==> src/common/csr_defines.svh <==
// Offsets, field masks, defaults and limits of the charge setpoint registers
`ifndef CSR_DEFINES_SVH
`define CSR_DEFINES_SVH

`define CSR_CMD_CURRENT 8'h14
`define CSR_CMD_VOLTAGE 8'h15

`define CSR_ZERO16 16'h0000
`define CSR_CUR_RSVD_HI 16'he000
`define CSR_CUR_FIELD 16'h1fc0
`define CSR_VLT_RSVD_HI 16'h8000
`define CSR_VLT_FIELD 16'h7ff8

`define CSR_VLT_MIN_MV 16'h0400
`define CSR_VLT_MAX_MV 16'h4b00

`define CSR_DEF_1S_MV 16'h1068
`define CSR_DEF_2S_MV 16'h20d0
`define CSR_DEF_3S_MV 16'h3138
`define CSR_DEF_4S_MV 16'h41a0

`define CSR_PRECHG_MA 16'h0180
`define CSR_LOWV_MA 16'h07d0
`define CSR_1S_PRECHG_MV 16'h0bb8

`define CSR_CELLS_NONE 3'h0
`define CSR_CELLS_1 3'h1
`define CSR_CELLS_2 3'h2
`define CSR_CELLS_3 3'h3
`define CSR_CELLS_4 3'h4

`define CSR_STRAP_WAIT 2'h3
`define CSR_STRAP_STEP 2'h1

`endif

==> src/common/csr_pkg.sv <==
// Types shared by the charge setpoint register block
package csr_pkg;

  typedef enum logic [1:0] {
    CSR_CLAMP_NONE = 2'b00,
    CSR_CLAMP_PRECHG = 2'b01,
    CSR_CLAMP_LOWV = 2'b10
  } csr_clamp_t;

  typedef enum logic [1:0] {
    CSR_ST_STRAP = 2'b00,
    CSR_ST_IDLE = 2'b01,
    CSR_ST_CHARGE = 2'b10
  } csr_state_t;

endpackage

==> src/csr_sync2.sv <==
// Two-flop synchroniser for pin levels and reset release
`timescale 1ns/100ps
module csr_sync2 #(
  parameter int WIDTH = 1
) (
  input wire logic clk,
  input wire logic rst_n,
  input wire logic [WIDTH-1:0] d,
  output logic [WIDTH-1:0] q
);

  logic [WIDTH-1:0] meta_reg;

  // First stage is read only by the second stage
  always_ff @(posedge clk or negedge rst_n) begin
    if (!rst_n) begin
      meta_reg <= '0;
      q <= '0;
    end else begin
      meta_reg <= d;
      q <= meta_reg;
    end
  end

endmodule

==> src/csr_setpoint_regs.sv <==
// Charge current and voltage setpoint registers with current clamps
`timescale 1ns/100ps
`include "csr_defines.svh"

// What this block does
// RULE_01: Current bit 7 adds 128 mA when set, nothing when clear.
// RULE_02: Current bit 6 is the lowest current bit, adding 64 mA.
// RULE_03: Current bits 5 to 0 are unused and never affect current.
// RULE_04: Linear pre-charge, 2-4 cells: rail held at minimum, 384 mA cap.
// RULE_05: One cell below 3 V is pre-charge, current capped at 384 mA.
// RULE_06: One cell: switch stays linear until battery passes minimum rail.
// RULE_07: One cell between 3 V and minimum rail: current capped at 2 A.
// RULE_08: Voltage spans 1.024 V to 19.2 V in 8 mV steps, one write.
// RULE_09: Voltage writes outside that span are dropped, old value kept.
// RULE_10: At power-on the voltage default follows cell count pin.
// RULE_11: With power good, a current write starts charging; voltage default.
// RULE_12: Host writes voltage before current for non-4.2 V cells.
// RULE_13: Zero voltage write keeps voltage and clears current to zero.
// RULE_14: Voltage field is bits 14 to 3, 16384 mV down to 8 mV.
// RULE_15: Current field is bits 12 to 6, 4096 mA down to 64 mA.
// RULE_16: Current clears on battery or source loss, reset, zero, watchdog.
// RULE_17: A one in the unused upper bits makes the write invalid.
// RULE_18: Invalid writes are refused whole; reads give last accepted value.
// RULE_19: Applied current is the register clamped by the active limit.
module csr_setpoint_regs (
  input wire logic sys_clk,
  input wire logic resetn,
  input wire logic reg_wr_en,
  input wire logic reg_rd_en,
  input wire logic [7:0] reg_cmd,
  input wire logic [15:0] reg_wdata,
  input wire logic register_reset_cmd,
  input wire logic watchdog_expired,
  input wire logic linear_precharge_enable,
  input wire logic [15:0] battery_sense_negative_mv,
  input wire logic [15:0] min_sys_voltage_mv,
  input wire logic input_power_good,
  input wire logic input_source_present,
  input wire logic [2:0] cell_count_battery_present,
  output logic [15:0] reg_rdata,
  output logic reg_rd_valid,
  output logic reg_wr_ack,
  output logic reg_wr_invalid,
  output logic regs_ready,
  output logic [15:0] charge_current_setpoint,
  output logic [15:0] charge_voltage_setpoint,
  output logic [15:0] applied_current_ma,
  output csr_pkg::csr_clamp_t clamp_mode,
  output logic charge_enable,
  output logic battery_switch_fet_linear,
  output logic sys_rail_at_min
);
  import csr_pkg::*;

  logic rst_n;
  logic [4:0] pins_sync;
  logic power_good_s;
  logic source_present_s;
  logic [2:0] cells_s;
  logic battery_present_s;

  csr_sync2 #(
    .WIDTH(1)
  ) u_rst_sync (
    .clk(sys_clk),
    .rst_n(resetn),
    .d(1'b1),
    .q(rst_n)
  );

  csr_sync2 #(
    .WIDTH(5)
  ) u_pin_sync (
    .clk(sys_clk),
    .rst_n(rst_n),
    .d({input_power_good, input_source_present,
        cell_count_battery_present}),
    .q(pins_sync)
  );

  assign power_good_s = pins_sync[4];
  assign source_present_s = pins_sync[3];
  assign cells_s = pins_sync[2:0];
  assign battery_present_s = (cells_s != `CSR_CELLS_NONE);

  // Voltage default picked from the cell count; codes above four act as four
  function automatic logic [15:0] default_mv(input logic [2:0] cells);
    logic [15:0] mv;
    mv = `CSR_DEF_4S_MV;
    unique case (cells)
      `CSR_CELLS_NONE: mv = `CSR_DEF_1S_MV;
      `CSR_CELLS_1: mv = `CSR_DEF_1S_MV;
      `CSR_CELLS_2: mv = `CSR_DEF_2S_MV;
      `CSR_CELLS_3: mv = `CSR_DEF_3S_MV;
      default: mv = `CSR_DEF_4S_MV;
    endcase
    return mv;
  endfunction

  // Register group
  csr_state_t state_reg, state_next;
  logic [1:0] strap_cnt_reg, strap_cnt_next;
  logic [2:0] cell_cnt_reg, cell_cnt_next;
  logic [15:0] cur_reg, cur_next;
  logic [15:0] vlt_reg, vlt_next;
  logic [15:0] rdata_reg, rdata_next;
  logic rd_valid_reg, rd_valid_next;
  logic wr_ack_reg, wr_ack_next;
  logic wr_inv_reg, wr_inv_next;
  logic chg_en_reg, chg_en_next;
  logic ready_reg, ready_next;

  always_comb begin
    logic [15:0] cur_field;
    logic [15:0] vlt_field;
    logic zero_vlt_write;
    logic clear_current;
    cur_field = reg_wdata & `CSR_CUR_FIELD; // RULE_01 RULE_02 RULE_03 RULE_15
    vlt_field = reg_wdata & `CSR_VLT_FIELD; // RULE_14
    zero_vlt_write = 1'b0;
    clear_current = 1'b0;
    state_next = state_reg;
    strap_cnt_next = strap_cnt_reg;
    cell_cnt_next = cell_cnt_reg;
    cur_next = cur_reg;
    vlt_next = vlt_reg;
    rdata_next = rdata_reg;
    rd_valid_next = 1'b0;
    wr_ack_next = 1'b0;
    wr_inv_next = 1'b0;
    ready_next = ready_reg;
    unique case (state_reg)
      CSR_ST_STRAP: begin
        // Wait for the pin synchroniser to fill before taking the strap
        if (strap_cnt_reg == `CSR_STRAP_WAIT) begin
          cell_cnt_next = cells_s;
          vlt_next = default_mv(cells_s); // RULE_10
          ready_next = 1'b1;
          state_next = CSR_ST_IDLE;
        end else begin
          strap_cnt_next = strap_cnt_reg + `CSR_STRAP_STEP;
        end
      end
      default: begin
        if (reg_wr_en && reg_cmd == `CSR_CMD_CURRENT) begin
          if ((reg_wdata & `CSR_CUR_RSVD_HI) != `CSR_ZERO16) begin
            wr_inv_next = 1'b1; // RULE_17 RULE_18
          end else begin
            // Low bits stored as zero, so they read back and act as zero
            cur_next = cur_field; // RULE_03
            wr_ack_next = 1'b1;
            if (power_good_s && cur_field != `CSR_ZERO16) begin
              state_next = CSR_ST_CHARGE; // RULE_11
            end else if (cur_field == `CSR_ZERO16) begin
              state_next = CSR_ST_IDLE;
            end
          end
        end else if (reg_wr_en && reg_cmd == `CSR_CMD_VOLTAGE) begin
          if ((reg_wdata & `CSR_VLT_RSVD_HI) != `CSR_ZERO16) begin
            wr_inv_next = 1'b1; // RULE_17 RULE_18
          end else if (vlt_field == `CSR_ZERO16) begin
            zero_vlt_write = 1'b1; // RULE_13
            wr_ack_next = 1'b1;
          end else if (vlt_field < `CSR_VLT_MIN_MV ||
                       vlt_field > `CSR_VLT_MAX_MV) begin
            wr_inv_next = 1'b1; // RULE_09
          end else begin
            vlt_next = vlt_field; // RULE_08
            wr_ack_next = 1'b1;
          end
        end else if (reg_wr_en) begin
          wr_inv_next = 1'b1;
        end
        if (reg_rd_en) begin
          rd_valid_next = 1'b1;
          if (reg_cmd == `CSR_CMD_CURRENT) begin
            rdata_next = cur_reg; // RULE_18
          end else if (reg_cmd == `CSR_CMD_VOLTAGE) begin
            rdata_next = vlt_reg; // RULE_18
          end else begin
            rdata_next = `CSR_ZERO16;
          end
        end
        // Hardware clears beat a host write in the same cycle
        clear_current = zero_vlt_write || !battery_present_s ||
                        !source_present_s || register_reset_cmd ||
                        watchdog_expired; // RULE_16
        if (clear_current) begin
          cur_next = `CSR_ZERO16; // RULE_13 RULE_16
          state_next = CSR_ST_IDLE;
        end
        if (register_reset_cmd) begin
          vlt_next = default_mv(cell_cnt_reg); // RULE_10
        end
        // Losing power good pauses charge; setpoint is kept for return
        if (state_next == CSR_ST_CHARGE && !power_good_s) begin
          state_next = CSR_ST_CHARGE;
        end
      end
    endcase
    chg_en_next = (state_next == CSR_ST_CHARGE) && power_good_s; // RULE_11
  end

  always_ff @(posedge sys_clk or negedge rst_n) begin
    if (!rst_n) begin
      state_reg <= CSR_ST_STRAP;
      strap_cnt_reg <= 2'h0;
      cell_cnt_reg <= `CSR_CELLS_NONE;
      cur_reg <= `CSR_ZERO16;
      vlt_reg <= `CSR_ZERO16;
      rdata_reg <= `CSR_ZERO16;
      rd_valid_reg <= 1'b0;
      wr_ack_reg <= 1'b0;
      wr_inv_reg <= 1'b0;
      chg_en_reg <= 1'b0;
      ready_reg <= 1'b0;
    end else begin
      state_reg <= state_next;
      strap_cnt_reg <= strap_cnt_next;
      cell_cnt_reg <= cell_cnt_next;
      cur_reg <= cur_next;
      vlt_reg <= vlt_next;
      rdata_reg <= rdata_next;
      rd_valid_reg <= rd_valid_next;
      wr_ack_reg <= wr_ack_next;
      wr_inv_reg <= wr_inv_next;
      chg_en_reg <= chg_en_next;
      ready_reg <= ready_next;
    end
  end

  // Clamp group
  csr_clamp_t clamp_reg, clamp_next;
  logic [15:0] applied_reg, applied_next;
  logic linear_reg, linear_next;
  logic rail_min_reg, rail_min_next;

  always_comb begin
    logic single_cell;
    logic below_min;
    single_cell = (cell_cnt_reg == `CSR_CELLS_1) ||
                  (cell_cnt_reg == `CSR_CELLS_NONE);
    below_min = battery_sense_negative_mv <= min_sys_voltage_mv;
    clamp_next = CSR_CLAMP_NONE;
    linear_next = 1'b0;
    rail_min_next = 1'b0;
    if (linear_precharge_enable && chg_en_reg) begin
      if (!single_cell && below_min) begin
        clamp_next = CSR_CLAMP_PRECHG; // RULE_04
        linear_next = 1'b1;
        rail_min_next = 1'b1; // RULE_04
      end else if (single_cell &&
                   battery_sense_negative_mv < `CSR_1S_PRECHG_MV) begin
        clamp_next = CSR_CLAMP_PRECHG; // RULE_05
        linear_next = 1'b1; // RULE_06
      end else if (single_cell && below_min) begin
        clamp_next = CSR_CLAMP_LOWV; // RULE_07
        linear_next = 1'b1; // RULE_06
      end
    end
    // Register value in mA equals the masked field, bit 6 weighing 64 mA
    applied_next = `CSR_ZERO16;
    if (chg_en_reg) begin
      unique case (clamp_next)
        CSR_CLAMP_PRECHG: begin
          applied_next = (cur_reg > `CSR_PRECHG_MA) ?
                         `CSR_PRECHG_MA : cur_reg; // RULE_19
        end
        CSR_CLAMP_LOWV: begin
          applied_next = (cur_reg > `CSR_LOWV_MA) ?
                         `CSR_LOWV_MA : cur_reg; // RULE_07 RULE_19
        end
        default: begin
          applied_next = cur_reg; // RULE_19
        end
      endcase
    end
  end

  always_ff @(posedge sys_clk or negedge rst_n) begin
    if (!rst_n) begin
      clamp_reg <= CSR_CLAMP_NONE;
      applied_reg <= `CSR_ZERO16;
      linear_reg <= 1'b0;
      rail_min_reg <= 1'b0;
    end else begin
      clamp_reg <= clamp_next;
      applied_reg <= applied_next;
      linear_reg <= linear_next;
      rail_min_reg <= rail_min_next;
    end
  end

  assign reg_rdata = rdata_reg;
  assign reg_rd_valid = rd_valid_reg;
  assign reg_wr_ack = wr_ack_reg;
  assign reg_wr_invalid = wr_inv_reg;
  assign regs_ready = ready_reg;
  assign charge_current_setpoint = cur_reg;
  assign charge_voltage_setpoint = vlt_reg;
  assign applied_current_ma = applied_reg;
  assign clamp_mode = clamp_reg;
  assign charge_enable = chg_en_reg;
  assign battery_switch_fet_linear = linear_reg;
  assign sys_rail_at_min = rail_min_reg;

endmodule

==> config.mk <==
export PLATFORM = sky130hd
export DESIGN_NAME = csr_setpoint_regs
export DESIGN_NICKNAME = d
export VERILOG_FILES = /design/src/common/csr_pkg.sv /design/src/csr_sync2.sv /design/src/csr_setpoint_regs.sv
export VERILOG_INCLUDE_DIRS = /design/src /design/src/common
export SDC_FILE = /design/constraint.sdc
export NUM_CORES = 1
export LEC_CHECK = 0
export BUFFER_PORTS_ARGS = -buffer_cell sky130_fd_sc_hd__clkbuf_2
export CORE_MARGIN = 8
export CORE_UTILIZATION = 40
export DETAILED_ROUTE_END_ITERATION = 16
export GPL_ROUTABILITY_DRIVEN = 1
export PLACE_DENSITY_LB_ADDON = 0.15
export REMOVE_ABC_BUFFERS = 1
export SYNTH_ARGS = -nofsm -noshare
export SYNTH_HDL_FRONTEND = slang
export SYNTH_SLANG_ARGS = --single-unit
==> constraint.sdc <==
create_clock -name sys_clk -period 2.8 [get_ports sys_clk]
set_clock_uncertainty 0.05 [all_clocks]
set_input_delay 0.28 -clock sys_clk [delete_from_list [all_inputs] [get_ports sys_clk]]
set_output_delay 0.28 -clock sys_clk [all_outputs]
set_load 0.02 [all_outputs]
# After elaboration in Yosys (flattened, before gate mapping)

Cells that the tools add are included.
W data, S select, Z words.

Flip-flop bits (word level): 92
Bits of input ports: 68
Output and inout port bits: 73
Word-level logic and storage cells: 143

Add/sub/neg operators: 1
$lt $le $gt $ge: 6
Equality and inequality tests: 19
Multiplexer cells: 60
Bitwise gates (word level): 2
Reduce and logical (&&, ||, !) cells: 36

Operator list:

| cell                   | count |
|---|---|
| $mux W16               | 16 |
| $pmux W15 S3           | 2 |
| $logic_not A16 Y1      | 2 |
| $pmux W16 S2           | 1 |
| $reduce_bool A16 Y1    | 2 |
| $mux W1                | 28 |
| $mux W2                | 13 |
| $eq A8 B5 Y1 const B   | 2 |
| $gt A16 B11 Y1 const B | 1 |
| $gt A16 B9 Y1 const B  | 1 |
| $le A16 B16 Y1         | 1 |
| $lt A16 B12 Y1 const B | 1 |
| $gt A15 B15 Y1 const B | 1 |
| $lt A15 B11 Y1 const B | 1 |
| $eq A3 B2 Y1 const B   | 4 |
| $logic_and A1 B1 Y1    | 9 |
| $ne A3 B2 Y1 const B   | 3 |
| $eq A2 B2 Y1 const B   | 4 |
| $eq A3 B1 Y1 const B   | 2 |
| $logic_not A3 Y1       | 2 |
| $logic_or A1 B1 Y1     | 6 |
| $reduce_and A2 Y1      | 3 |
| $reduce_and A6 Y1      | 1 |
| $reduce_bool A3 Y1     | 2 |
| other kinds (11)       | 16 |

# Logic depth before layout (Yosys ltp)

Gate-level depths: netlist of the first run.

Word-level depth: 18
Gate-level depth with buffers: 12

# Hierarchy

A second synthesis of the first run with hierarchy kept.

Cell total of the unflattened synthesis: 355
Area total of the unflattened synthesis: 3529.6 sq um

By module, submodules not included:

| module                  | instances | cells an instance | area an instance (sq um) | seq. area each (sq um) |
|---|---|---|---|---|
| csr_setpoint_regs       | 1         | 343               | 3229.3                   | 1376.3 |
| csr_sync2 at u_pin_sync | 1         | 10                | 250.2                    | 250.2 |
| csr_sync2 at u_rst_sync | 1         | 2                 | 50.0                     | 50.0 |

# Least setup slack after synthesis of the first run

No wires, ideal clock.

Path kind: input -> register
Start point: input port min_sys_voltage_mv[14]
End point: register applied_reg[6] (netlist: applied_current_ma[6])
Setup time: 0.123 ns
Arrival: 2.453 ns
Required time: 2.627 ns
Setup slack: 0.174 ns
Cell stages on the path: 12
Cell sequence: inv_1 -> ha_1 -> and4_1 -> nand3_1 -> or3_1 -> clkbuf_1 -> a311o_1 -> ha_1 -> a31oi_1 -> nand2b_1 -> a22oi_1 -> nor2b_1

Cells in the longest elaborated chain, start to end: 9
Elaborated cells between the ends (all ways): 11
Classes of those cells: order compare: 1; eq/ne: 2; mux: 6; reduce/logical: 2

RTL lines:

| item                                                | RTL line                 | source |
|---|---|---|
| from (decl)                                         | csr_setpoint_regs.sv:36  | `input wire logic [15:0] min_sys_voltage_mv,` |
| $le A16 B16 Y1 *                                    | csr_setpoint_regs.sv:243 | `below_min = battery_sense_negative_mv <= min_sys_voltage_mv;` |
| $logic_and A1 B1 Y1                                 | csr_setpoint_regs.sv:256 | `end else if (single_cell && below_min) begin` |
| $mux W2                                             | csr_setpoint_regs.sv:256 |  |
| $mux W2                                             | csr_setpoint_regs.sv:252 | `end else if (single_cell &&` |
| $mux W2 *                                           | csr_setpoint_regs.sv:248 | `if (!single_cell && below_min) begin` |
| $mux W2 *                                           | csr_setpoint_regs.sv:247 | `if (linear_precharge_enable && chg_en_reg) begin` |
| $eq A2 B2 Y1 / $eq A2 B1 Y1 (equally long branches) | csr_setpoint_regs.sv:264 | `unique case (clamp_next)` |
| $pmux W16 S2 *                                      | csr_setpoint_regs.sv:264 |  |
| $mux W16 *                                          | csr_setpoint_regs.sv:263 | `if (chg_en_reg) begin` |
| named net applied_next[6]                           | csr_setpoint_regs.sv:234 | `logic [15:0] applied_reg, applied_next;` |
| to (signal assigned)                                | csr_setpoint_regs.sv:283 | `` applied_reg <= `CSR_ZERO16; `` |
| to (signal assigned)                                | csr_setpoint_regs.sv:288 | `applied_reg <= applied_next;` |
| to (decl)                                           | csr_setpoint_regs.sv:234 |  |

Mark *: on every way through the listed nets, which the timed path passes. The rest lies on a longest branch.
A chain may end at the register's enable or synchronous reset.

# Worst setup path in the final report of the first run

Start point: input port min_sys_voltage_mv[13]
End point: register applied_reg[6] (netlist: applied_current_ma[6])

Same word-level chain as after synthesis.

==> impl_results.md, run 1 <==
- Count of warnings emitted by yosys: 0
- Fraction of layout cells with a size suffix above 1: 0.320
- Hold Buf Count CTS: 6
- Worst-path clk slew: roughly 0.070 ns
- Rel. slew slack: 0.474
- Starting Density: 0.409
- All-Layer GR Usage: 0.149
- Internal power: between 1.5 and 2 mW
- Post-synth top flop: dfrtp_1
- IO Port Bufs: roughly 110
- Sequential fraction of the synthesis area: 0.473
- H-tree depth: 3
- Syn Std Cell Area: 3550 µm²
- Post-synthesis mux area share: 0.0254
- Worst Setup End Kind: register
- Post-CTS Setup Bufs: 0
- Unique masters post-synth: between 50 and 60
- Synthesized area per cell: slightly above 10 µm²
- Multi-input logic area: 1640 µm²
- Total power draw: ~2.2 mW
- Routed WL: approximately 8.8 mm
- Clock network power share: 0.409
- Post_cts resized: 0
- Most frequent cell after synthesis: dfrtp_1
- CP delay by family, top: simple AND/OR/NAND/NOR gates
- Tightest Pin Transition: between 0.7 and 0.8 ns
- First-pass GRT wire length: approximately 14 mm
- Clock Tree Root: clkbuf_8
- Initial antenna violation count: 0
- Post-synth top area cell: dfrtp_1
- CP cell instances: clkbuf_2 > inv_1 > ha_1 > and4_1 > nand3_1 > or3_1 > a311o_1 > ha_1 > a31oi_1 > nand2b_1 > a22oi_1 > nor2b_1
- Most frequent CP cell: ha_1
- Via count: between 2000 and 3000
- Synth Area in Compound Gates: 0.183
- Die area: 12100 µm²
- # rows: 34
- Min cycle time layout: 2.44 ns
- Adder-cell share of the synthesized area: 0.0670
- Largest family of logic cells by synthesized area: compound AO/OA/AOI/OAI gates
- Core area: ~8700 µm²
- Placed Cells: between 500 and 600
- Area share of and/or/nand/nor cells after synthesis: 0.156
- CP Class: input pin to register
- Peak VDD IR: roughly 0.28 mV
- Post-synth EDFFs: 0
- XOR/XNOR Fraction of Synth Area: 0.00247
- Final core occ: 0.513
- Initial DRC Count: 101
- Area delta synth->final: 25.4%
- Synth Register Bits: 67
- Ys async rst share: 1.00
- Fillers: between 800 and 900
- Post-Layout Cell Count: approximately 590
- Max FO, Critical Path: 5
- Tcrit/Tclk final: 0.870
- Setup_tns: 0 ns
- Total congestion overflow: 0
- Slowest-stage cell, CP: or3_1
- Hpwl dp: 7.15 mm
- WL/cell: around 15 µm
- Status: finished, final reports clean
- Routed vias/inst: around 5.0
- CP arrival: 2.62 ns
- Final Wtd Congestion: roughly 0.8
- Drc violations: 0
- DP Worst Slack: ~0.0055 ns
- Max Fclk: 410 MHz
- Largest net degree at the start of global routing: 34
- CTS max path bufs: 2
- Final hold violation count: 0
- Final Setup Violations: 0
- CTS sink cnt: 67
- Fin nets: 560
- Critical path data required time: ~3 ns
- Sw Pwr: 0.559 mW
- Cell Pwr Density: 491 nW/µm²
- Part of the power in registers: 0.468
- Final WS setup: between 0.3 and 0.4 ns
- Die X: between 100 and 150 µm
- Ant diodes: 0
- Top-area cell type share of the netlist area: 0.473
- TritonCTS clock tree: built
- RSZ-0062 raised after global routing: false
- Storage cell area: about 1700 µm²
- DIE HEIGHT: roughly 110 µm
- I/O pin cnt: between 100 and 150
- Type of the tightest min-delay check: input pin to register
- Comb pwr share: 0.123
- Crit start category: input pin
- DRT antenna net count: 0
- CTS buffer count: 9
- Switching share of power: 0.256
- Static Leak: 2.24 nW
- Fin. max-slew vios: 0
- Vias in the first global route: approximately 3000
- Largest stage delay, worst path: about 0.4 ns
- Buf/Inv on CP: 2
- First drt pass iteration count: 5
- Max-Cap Viols: 0
- Worst skew pair latency: about 0.34 ns
- Commonest cells in the netlist: dfrtp_1, nand2_1, o21ai_0, buf_4, inv_1
- Area contributors post-synth: dfrtp_1, ha_1, buf_4, o21ai_0, nand2_1
- Synth Instances: roughly 350
through the flow:
| step | hold slack [ns] | area, µm² |
|---|---|---|
| 2_1_floorplan | -0.0656 | 3410 |
| 3_3_place_gp | 0.0173 | 4160 |
| 3_5_place_dp | 0.0196 | 4160 |
| 4_1_cts | 0.138 | 4450 |
| 5_1_grt | 0.141 | 4450 |
| 6_report | 0.146 | 4450 |
layer usage:
layer	GRT usage	vias up	wire [µm]
li1	-	1443	-
met1	0.190	1379	3810
met2	0.241	77	4300
met3	0.0448	12	628
met4	0.0428	0	94
met5	0	-	0
kinds of logic (layout without fill, tap and decap cells):
logic type / Yosys count / in the layout
flops: 67 / 67
mux: 8 / 8
compound gates: 96 / 96
other cells: 2 / 26
fa+ha+maj: 19 / 19
buf+inv: 57 / 165
simple gates: 96 / 96
xor+xnor: 1 / 1
worst paths after layout:
kind                                                           to                        start  slack (ns)  cells past startpoint
max                               applied_current_ma[6]$_DFF_PN0_       min_sys_voltage_mv[13]        0.36                     12
min                        charge_current_setpoint[7]$_DFFE_PN0P_                 reg_wdata[7]        0.15                      2
max reg2reg                       applied_current_ma[6]$_DFF_PN0_  cell_cnt_reg[2]$_DFFE_PN0P_        0.64                      7
min reg2reg                          strap_cnt_reg[0]$_DFFE_PN0P_       u_rst_sync.q$_DFF_PN0_        0.28                      0
max in group asynchronous                reg_rdata[5]$_DFFE_PN0P_       u_rst_sync.q$_DFF_PN0_        1.79                      1
min in group asynchronous                  u_rst_sync.q$_DFF_PN0_                       resetn        0.19                      2
worst register-to-register path: stages (launching register included):
cell and delay (ns):
dfrtp_1 0.42, or2_2 0.33, a311o_1 0.38, ha_1 0.37
a31oi_1 0.22, nand2b_1 0.08, a22oi_1 0.14, nor2b_1 0.06
power groups by stage:
stage               clock network, mW  logic (mW)  registers, mW
floorplan                           0       0.126           1.06
CTS                             0.914       0.270           1.02
finish                          0.894       0.269           1.02
global route                    0.962       0.302           1.03
global placement                    0       0.258           1.04
detailed placement                  0       0.263           1.04
layout make-up:
class / instances / share of cell area
clock buffer: 10 / 0.0309
timing repair buffer: 124 / 0.152
multi-input combinational: 246 / 0.368
clock inverter: 6 / 0.0200
sequential: 67 / 0.377
tap: 108 / 0.0304
inverter: 25 / 0.0211
cells in the final DEF, fill, tap and decap left out, types with 5 or more instances in the layout:
cell type,Yosys,final
a21oi_1,15,15
a22o_1,9,9
a22oi_1,11,11
buf_4,25,5
clkbuf_2,0,112
clkbuf_8,0,10
conb_1,2,26
dfrtp_1,67,66
dlygate4sd3_1,0,6
ha_1,19,19
inv_1,25,25
nand2_1,30,30
nand2b_1,5,5
nor2_1,16,16
nor2b_1,6,6
nor3_1,5,5
o21ai_0,29,29
(Power assumes the default switching activity.)
==> run 2, diff against run 1 <==
ABC_AREA = 1   (was default)
==> run 2 against run 1 <==
Core utilization fell by 1.7 points. Die area rose by 7.9%. Combinational power up 52%. Total power increased by 3.4%. Synthesized cell count increased by 42%. Sequential power rose by 5%. Wire length is 7.4% higher. Final cell count up 29%. Sequential share of layout area shrank 2.4 points. Worst setup slack improved by 0.25 ns. Register-to-register slack better by 0.13 ns. Highest routed layer unchanged.
==> impl_results.md, run 2 <==
- Status: finished, final reports clean
- Count of warnings emitted by yosys: 0
- Max-Cap Viols: 0
- Worst Hold Launch: reg_wdata[10]
- Part of the power in registers: 0.474
- Post-synth EDFFs: 0
- Vias in the first global route: approximately 3500
- # rows: 36
- Most common cell after layout, fill and taps aside: nand2_1
- Routed vias/inst: roughly 4.6
- Buf/Inv on CP: 5
- Drc violations: 0
- Core area: roughly 9600 µm²
- Tightest Pin Transition: between 0.7 and 0.8 ns
- Final Wtd Congestion: 0.875
- Max FO, Critical Path: 5
- Slowest-stage cell, CP: ha_1
- Largest stage delay, worst path: between 0.3 and 0.4 ns
- Comb pwr share: 0.181
- Hpwl dp: around 7.8 mm
- First drt pass iteration count: 4
- Synth Register Bits: between 60 and 70
- Max Fclk: roughly 460 MHz
- CTS buffer count: 9
- Cell Pwr Density: roughly 480 nW/µm²
- Tcrit/Tclk final: 0.780
- WL/cell: about 13 µm
- Largest net degree at the start of global routing: 35
- Area contributors post-synth: dfrtp_1, nand2_1, ha_1, inv_1, buf_4
- H-tree depth: 3
- CTS max path bufs: 2
- Unique masters post-synth: 31
- CP Class: input pin to register
- Die area: between 10000 and 15000 µm²
- Internal power: 1.59 mW
- CTS sink cnt: 67
- DIE HEIGHT: 114 µm
- Sw Pwr: roughly 0.67 mW
- Final core occ: 0.495
- Crit start category: input pin
- Fraction of layout cells with a size suffix above 1: 0.260
- Static Leak: around 2.8 nW
- RSZ-0062 raised after global routing: false
- Clock Tree Root: clkbuf_8
- I/O pin cnt: between 100 and 150
- Fin. max-slew vios: 0
- Initial antenna violation count: 0
- Ys async rst share: 1.00
- Fin nets: roughly 700
- Starting Density: 0.404
- CP cell instances: clkbuf_2 > ha_1 > nand2_1 > inv_1 > nand3_1 > nor3_1 > nand2_1 > nand2_1 > nand2_1 > nand3_1 > inv_1 > ha_1 > inv_1 > nand2_1 > nor2_1 > a31oi_1 > o21ai_0 > nand2_1 > inv_1
- Total congestion overflow: 0
- DRT antenna net count: 0
- Commonest cells in the netlist: nand2_1, dfrtp_1, inv_1, nor2_1, buf_4
- Switching share of power: 0.295
- Syn Std Cell Area: 3870 µm²
- Critical path data required time: approximately 3.0 ns
- Placed Cells: 733
- Synth Instances: 493
- Most frequent cells in the layout: nand2_1, clkbuf_2, dfrtp_1, inv_1, nor2_1
- Worst-path clk slew: approximately 0.070 ns
- Top-area cell type share of the netlist area: 0.433
- Routed WL: 9.48 mm
- First-pass GRT wire length: 16.1 mm
- Sequential fraction of the synthesis area: 0.433
- Reg2reg start: cell_cnt_reg[1]$_DFFE_PN0P_
- Most frequent CP cell: nand2_1
- Final hold violation count: 0
- Synthesized area per cell: just under 8 µm²
- Worst Setup End Kind: register
- Worst skew pair latency: ~0.34 ns
- Post-Layout Cell Count: around 760
- Setup_tns: 0 ns
- Final Setup Violations: 0
- Most frequent cell after synthesis: nand2_1
- Post_cts resized: 0
- Initial DRC Count: between 150 and 200
- Post-synth top flop: dfrtp_1
- IO Port Bufs: ~110
- Type of the tightest min-delay check: input pin to register
- TritonCTS clock tree: built
- Rel. slew slack: 0.530
- Area delta synth->final: 22.6%
- Die X: 114 µm
- Via count: 3454
- Post-synth top area cell: dfrtp_1
- Start point of the critical path: battery_sense_negative_mv[11]
- CP delay by family, top: simple AND/OR/NAND/NOR gates
- Clock network power share: 0.346
- Peak VDD IR: 0.263 mV
- All-Layer GR Usage: 0.154
- CP arrival: 2.37 ns
- Min cycle time layout: around 2.2 ns
- Ant diodes: 0
[run 2: cell types whose count changed in the layout (fill, tap and decap cells not counted), sizes merged, moves of 11 or more]
| cell | previous run | this run |
|---|---|---|
| nand4 | 4 | 24 |
| nor2 | 16 | 54 |
| a22oi | 11 | 0 |
| o21ai | 31 | 20 |
| nand3 | 4 | 25 |
| inv | 25 | 69 |
| nand2 | 30 | 151 |
[run 2: kinds of logic after synthesis]
group	count (synthesis)	synth area share
buffers and inverters	99	0.123
XOR/XNOR	1	0.00226
adder cells (fa/ha/maj)	19	0.0614
other	2	0.00194
flip-flops	67	0.433
AO/OA/AOI/OAI	45	0.0633
AND/OR/NAND/NOR	260	0.315
[run 2: repair_timing]
action | in CTS | in global routing
hold buffers | 6 | 0
hold endpoints to repair | 7 | 0
setup buffers | 0 | 0
[run 2: path summary, 6_finish.rpt]
path | cells past startpoint | slack [ns] | end
setup / recovery | 19 | 0.62 | applied_current_ma[8]$_DFF_PN0_
hold / removal | 3 | 0.17 | charge_voltage_setpoint[10]$_DFFE_PN0P_
setup reg to reg | 13 | 0.77 | applied_current_ma[8]$_DFF_PN0_
hold reg to reg | 0 | 0.27 | reg_rdata[5]$_DFFE_PN0P_
max in group asynchronous | 1 | 1.81 | charge_enable$_DFF_PN0_
min in group asynchronous | 2 | 0.23 | u_rst_sync.meta_reg$_DFF_PN0_
[run 2: layer usage]
| layer | vias up | track usage | part of all wire |
|---|---|---|---|
| met2 | 98 | 0.261 | 0.49 |
| met4 | 0 | 0.0577 | 0.017 |
| met1 | 1562 | 0.178 | 0.42 |
| met3 | 19 | 0.0485 | 0.072 |
| li1 | 1775 | - | - |
| met5 | - | 0 | 0 |
[run 2: power by group through the flow]
stage	combinational (mW)	clock (mW)	sequential, mW
after floorplan	0.209	0	1.13
after global placement	0.397	0	1.09
after detailed placement	0.405	0	1.09
after CTS	0.414	0.813	1.07
after global routing	0.466	0.855	1.08
final	0.409	0.782	1.07
[run 2: layout make-up]
cell class                 count  area (µm²)
clock inverter                 5        52.6
clock buffer                  11         141
sequential                    67        1680
timing repair buffer         119         641
multi-input combinational    351        1810
fill                         952        4840
tap                          133         166
inverter                      69         259
[run 2: per-stage QoR]
step                power, mW  hold slack [ns]  area, µm²  worst slack, ns
floorplan                1.34          -0.0656       3750            0.584
global route             2.40            0.169       4750            0.364
CTS                      2.30            0.155       4750            0.608
detailed placement       1.50           0.0227       4500            0.239
finish                   2.26            0.170       4750            0.617
global placement         1.49           0.0160       4500            0.295
[run 2: tightest hold or removal path: cells and delay by family]
family / cells / cell delay [ns]
buffers and inverters: 1 / 0.11
AND/OR/NAND/NOR: 2 / 0.14
==> run 3, diff against run 2 <==
ABC_AREA = 0   (was 1)
clock period = 1.8 ns   (was 2.8 ns; I/O delays follow)
==> run 3 against run 2 <==
The run now ends with setup timing left. Global-route usage up 1.2 points. Critical path depth shrank 8. Sequential power rose by 48%. First-iteration DRC count fell by 19%. Flip-flop and latch count stayed put. Register-to-register slack worse by 0.97 ns. Core utilization is 9.9 points higher. Worst setup slack got worse by 0.94 ns. Critical path type unchanged. Largest power group unchanged.
==> impl_results.md, run 3 (same netlist as run 1, synthesis figures left out) <==
- Status: complete, but fails checks
- Failing checks: setup timing
- Ant diodes: 0
- Worst hold stages: 3
- Post-Layout Cell Count: between 600 and 700
- Reg2reg path depth: 7
- Clock Tree Root: clkbuf_8
- Reg2reg end: applied_current_ma[6]$_DFF_PN0_
- # rows: 34
- Tightest Pin Transition: 0.670 ns
- WL/cell: around 16 µm
- Worst Hold Launch: linear_precharge_enable
- Most common cell after layout, fill and taps aside: clkbuf_2
- Most frequent cells in the layout: clkbuf_2, dfrtp_1, buf_4, nand2_1, conb_1
- CP arrival: around 2.3 ns
- Final Setup Violations: 8
- DRT antenna net count: 0
- I/O pin cnt: between 100 and 150
- Starting Density: 0.409
- Min cycle time layout: around 2.1 ns
- Placed cell area: ~4500 µm²
- CP cell instances: buf_8 > ha_4 > and4_4 > nand3_4 > or3_4 > a311o_1 > ha_4 > a31oi_4 > nand2b_1 > a22oi_2 > nor2b_1
- Static Leak: 2.53 nW
- Area delta synth->final: 45.4%
- Fraction of layout cells with a size suffix above 1: 0.462
- Critical path data required time: 1.98 ns
- Peak VDD IR: roughly 0.48 mV
- RSZ-0062 raised after global routing: true
- Crit start category: input pin
- Cell Pwr Density: between 600 and 700 nW/µm²
- Vias in the first global route: 3406
- Final WS setup: -0.325 ns
- Placed Cells: a little over 600
- Final hold violation count: 0
- IO Port Bufs: around 110
- Fin. max-slew vios: 0
- Worst Setup End Kind: register
- Initial DRC Count: 134
- Drc violations: 0
- Worst-path clk slew: ~0.07 ns
- H-tree depth: 3
- TritonCTS clock tree: built
- Total congestion overflow: 0
- Max-Cap Viols: 0
- Tcrit/Tclk final: 1.18
- CTS buffer count: 9
- Largest net degree at the start of global routing: 34
- Die X: 110 µm
- Largest stage delay, worst path: ~0.37 ns
- FF-to-FF setup slack: -0.20 ns
- Final Wtd Congestion: 0.842
- Hpwl dp: about 7.9 mm
- Core area: 8680 µm²
- Rel. slew slack: 0.549
- CP Class: input pin to register
- DP Worst Slack: -0.868 ns
- Fillers: 790
- Initial antenna violation count: 0
- Fin nets: between 600 and 700
- Max FO, Critical Path: 5
- CTS sink cnt: 67
- Slowest-stage cell, CP: a311o_1
- Design area: around 5200 µm²
- Reg2reg start: cell_cnt_reg[2]$_DFFE_PN0P_
- Hold Path End: clamp_mode[1]$_DFF_PN0_
- Routed WL: 10.0 mm
- First drt pass iteration count: 4
- Via count: 3170
- All-Layer GR Usage: 0.167
- Worst skew pair latency: 0.33 ns
- Max Fclk: 471 MHz
- First-pass GRT wire length: 16.0 mm
- Routed vias/inst: about 5.0
- Type of the tightest min-delay check: input pin to register
- Most frequent CP cell: ha_4
- Die area: about 12000 µm²
- CTS max path bufs: 2
- DIE HEIGHT: roughly 110 µm
run 3: what timing repair did:
action,4_1_cts,5_1_grt
hold buffers,6,0
endpoints found under the setup margin,8,19
pin swaps,17,16
setup buffers,4,2
hold endpoints to repair,7,0
gates resized for setup,27,48
run 3: layer usage:
layer | up-vias | wire length (µm) | GRT usage
met5 | - | 0 | 0
met4 | 0 | 70 | 0.0504
met3 | 6 | 626 | 0.0430
met2 | 94 | 5080 | 0.284
met1 | 1521 | 4230 | 0.202
li1 | 1549 | - | -
run 3: worst max-delay path by stage:
| stage | startpoint | to | slack (ns) |
|---|---|---|---|
| 2_1_floorplan | min_sys_voltage_mv[14] | applied_current_ma[6]$_DFF_PN0_ | -0.68 |
| 3_3_place_gp | min_sys_voltage_mv[14] | applied_current_ma[8]$_DFF_PN0_ | -0.80 |
| 3_5_place_dp | battery_sense_negative_mv[14] | applied_current_ma[6]$_DFF_PN0_ | -0.87 |
| 4_1_cts | battery_sense_negative_mv[15] | applied_current_ma[6]$_DFF_PN0_ | -0.29 |
| 5_1_grt | min_sys_voltage_mv[12] | applied_current_ma[6]$_DFF_PN0_ | -0.40 |
| 6_report | battery_sense_negative_mv[15] | applied_current_ma[6]$_DFF_PN0_ | -0.33 |
run 3: area by class of cell:
cell class,count,area [µm²],share of cell area
Multi-Input combinational cell,246,1890,0.366
Timing Repair Buffer,178,1160,0.225
Clock inverter,5,52.6,0.0102
Tap cell,108,135,0.0262
Clock buffer,11,141,0.0274
Sequential cell,67,1680,0.325
Inverter,25,101,0.0197
run 3: critical path: cells and delay by family:
| family | cells | cell delay (ns) |
|---|---|---|
| buf+inv | 1 | 0.10 |
| compound gates | 3 | 0.69 |
| fa+ha+maj | 2 | 0.53 |
| simple gates | 5 | 0.81 |
run 3: where the power goes:
part | leakage (nW) | switching, mW | internal (mW) | total [mW]
combinational | 1.58 | 0.317 | 0.270 | 0.587
clock | 0.0991 | 0.537 | 0.670 | 1.21
sequential | 0.855 | 0.0285 | 1.55 | 1.58
total | 2.53 | 0.882 | 2.49 | 3.37
run 3: per-stage QoR:
stage               utilization  hold WS (ns)  total power, mW  setup TNS (ns)
global route              0.594        0.0540             3.55           -2.68
floorplan                     -        -0.166             1.85          -24.03
detailed placement        0.521       -0.0775             2.09          -11.83
finish                    0.594        0.0648             3.37           -2.17
global placement          0.521       -0.0828             2.08          -10.80
CTS                       0.573        0.0432             3.36           -1.86
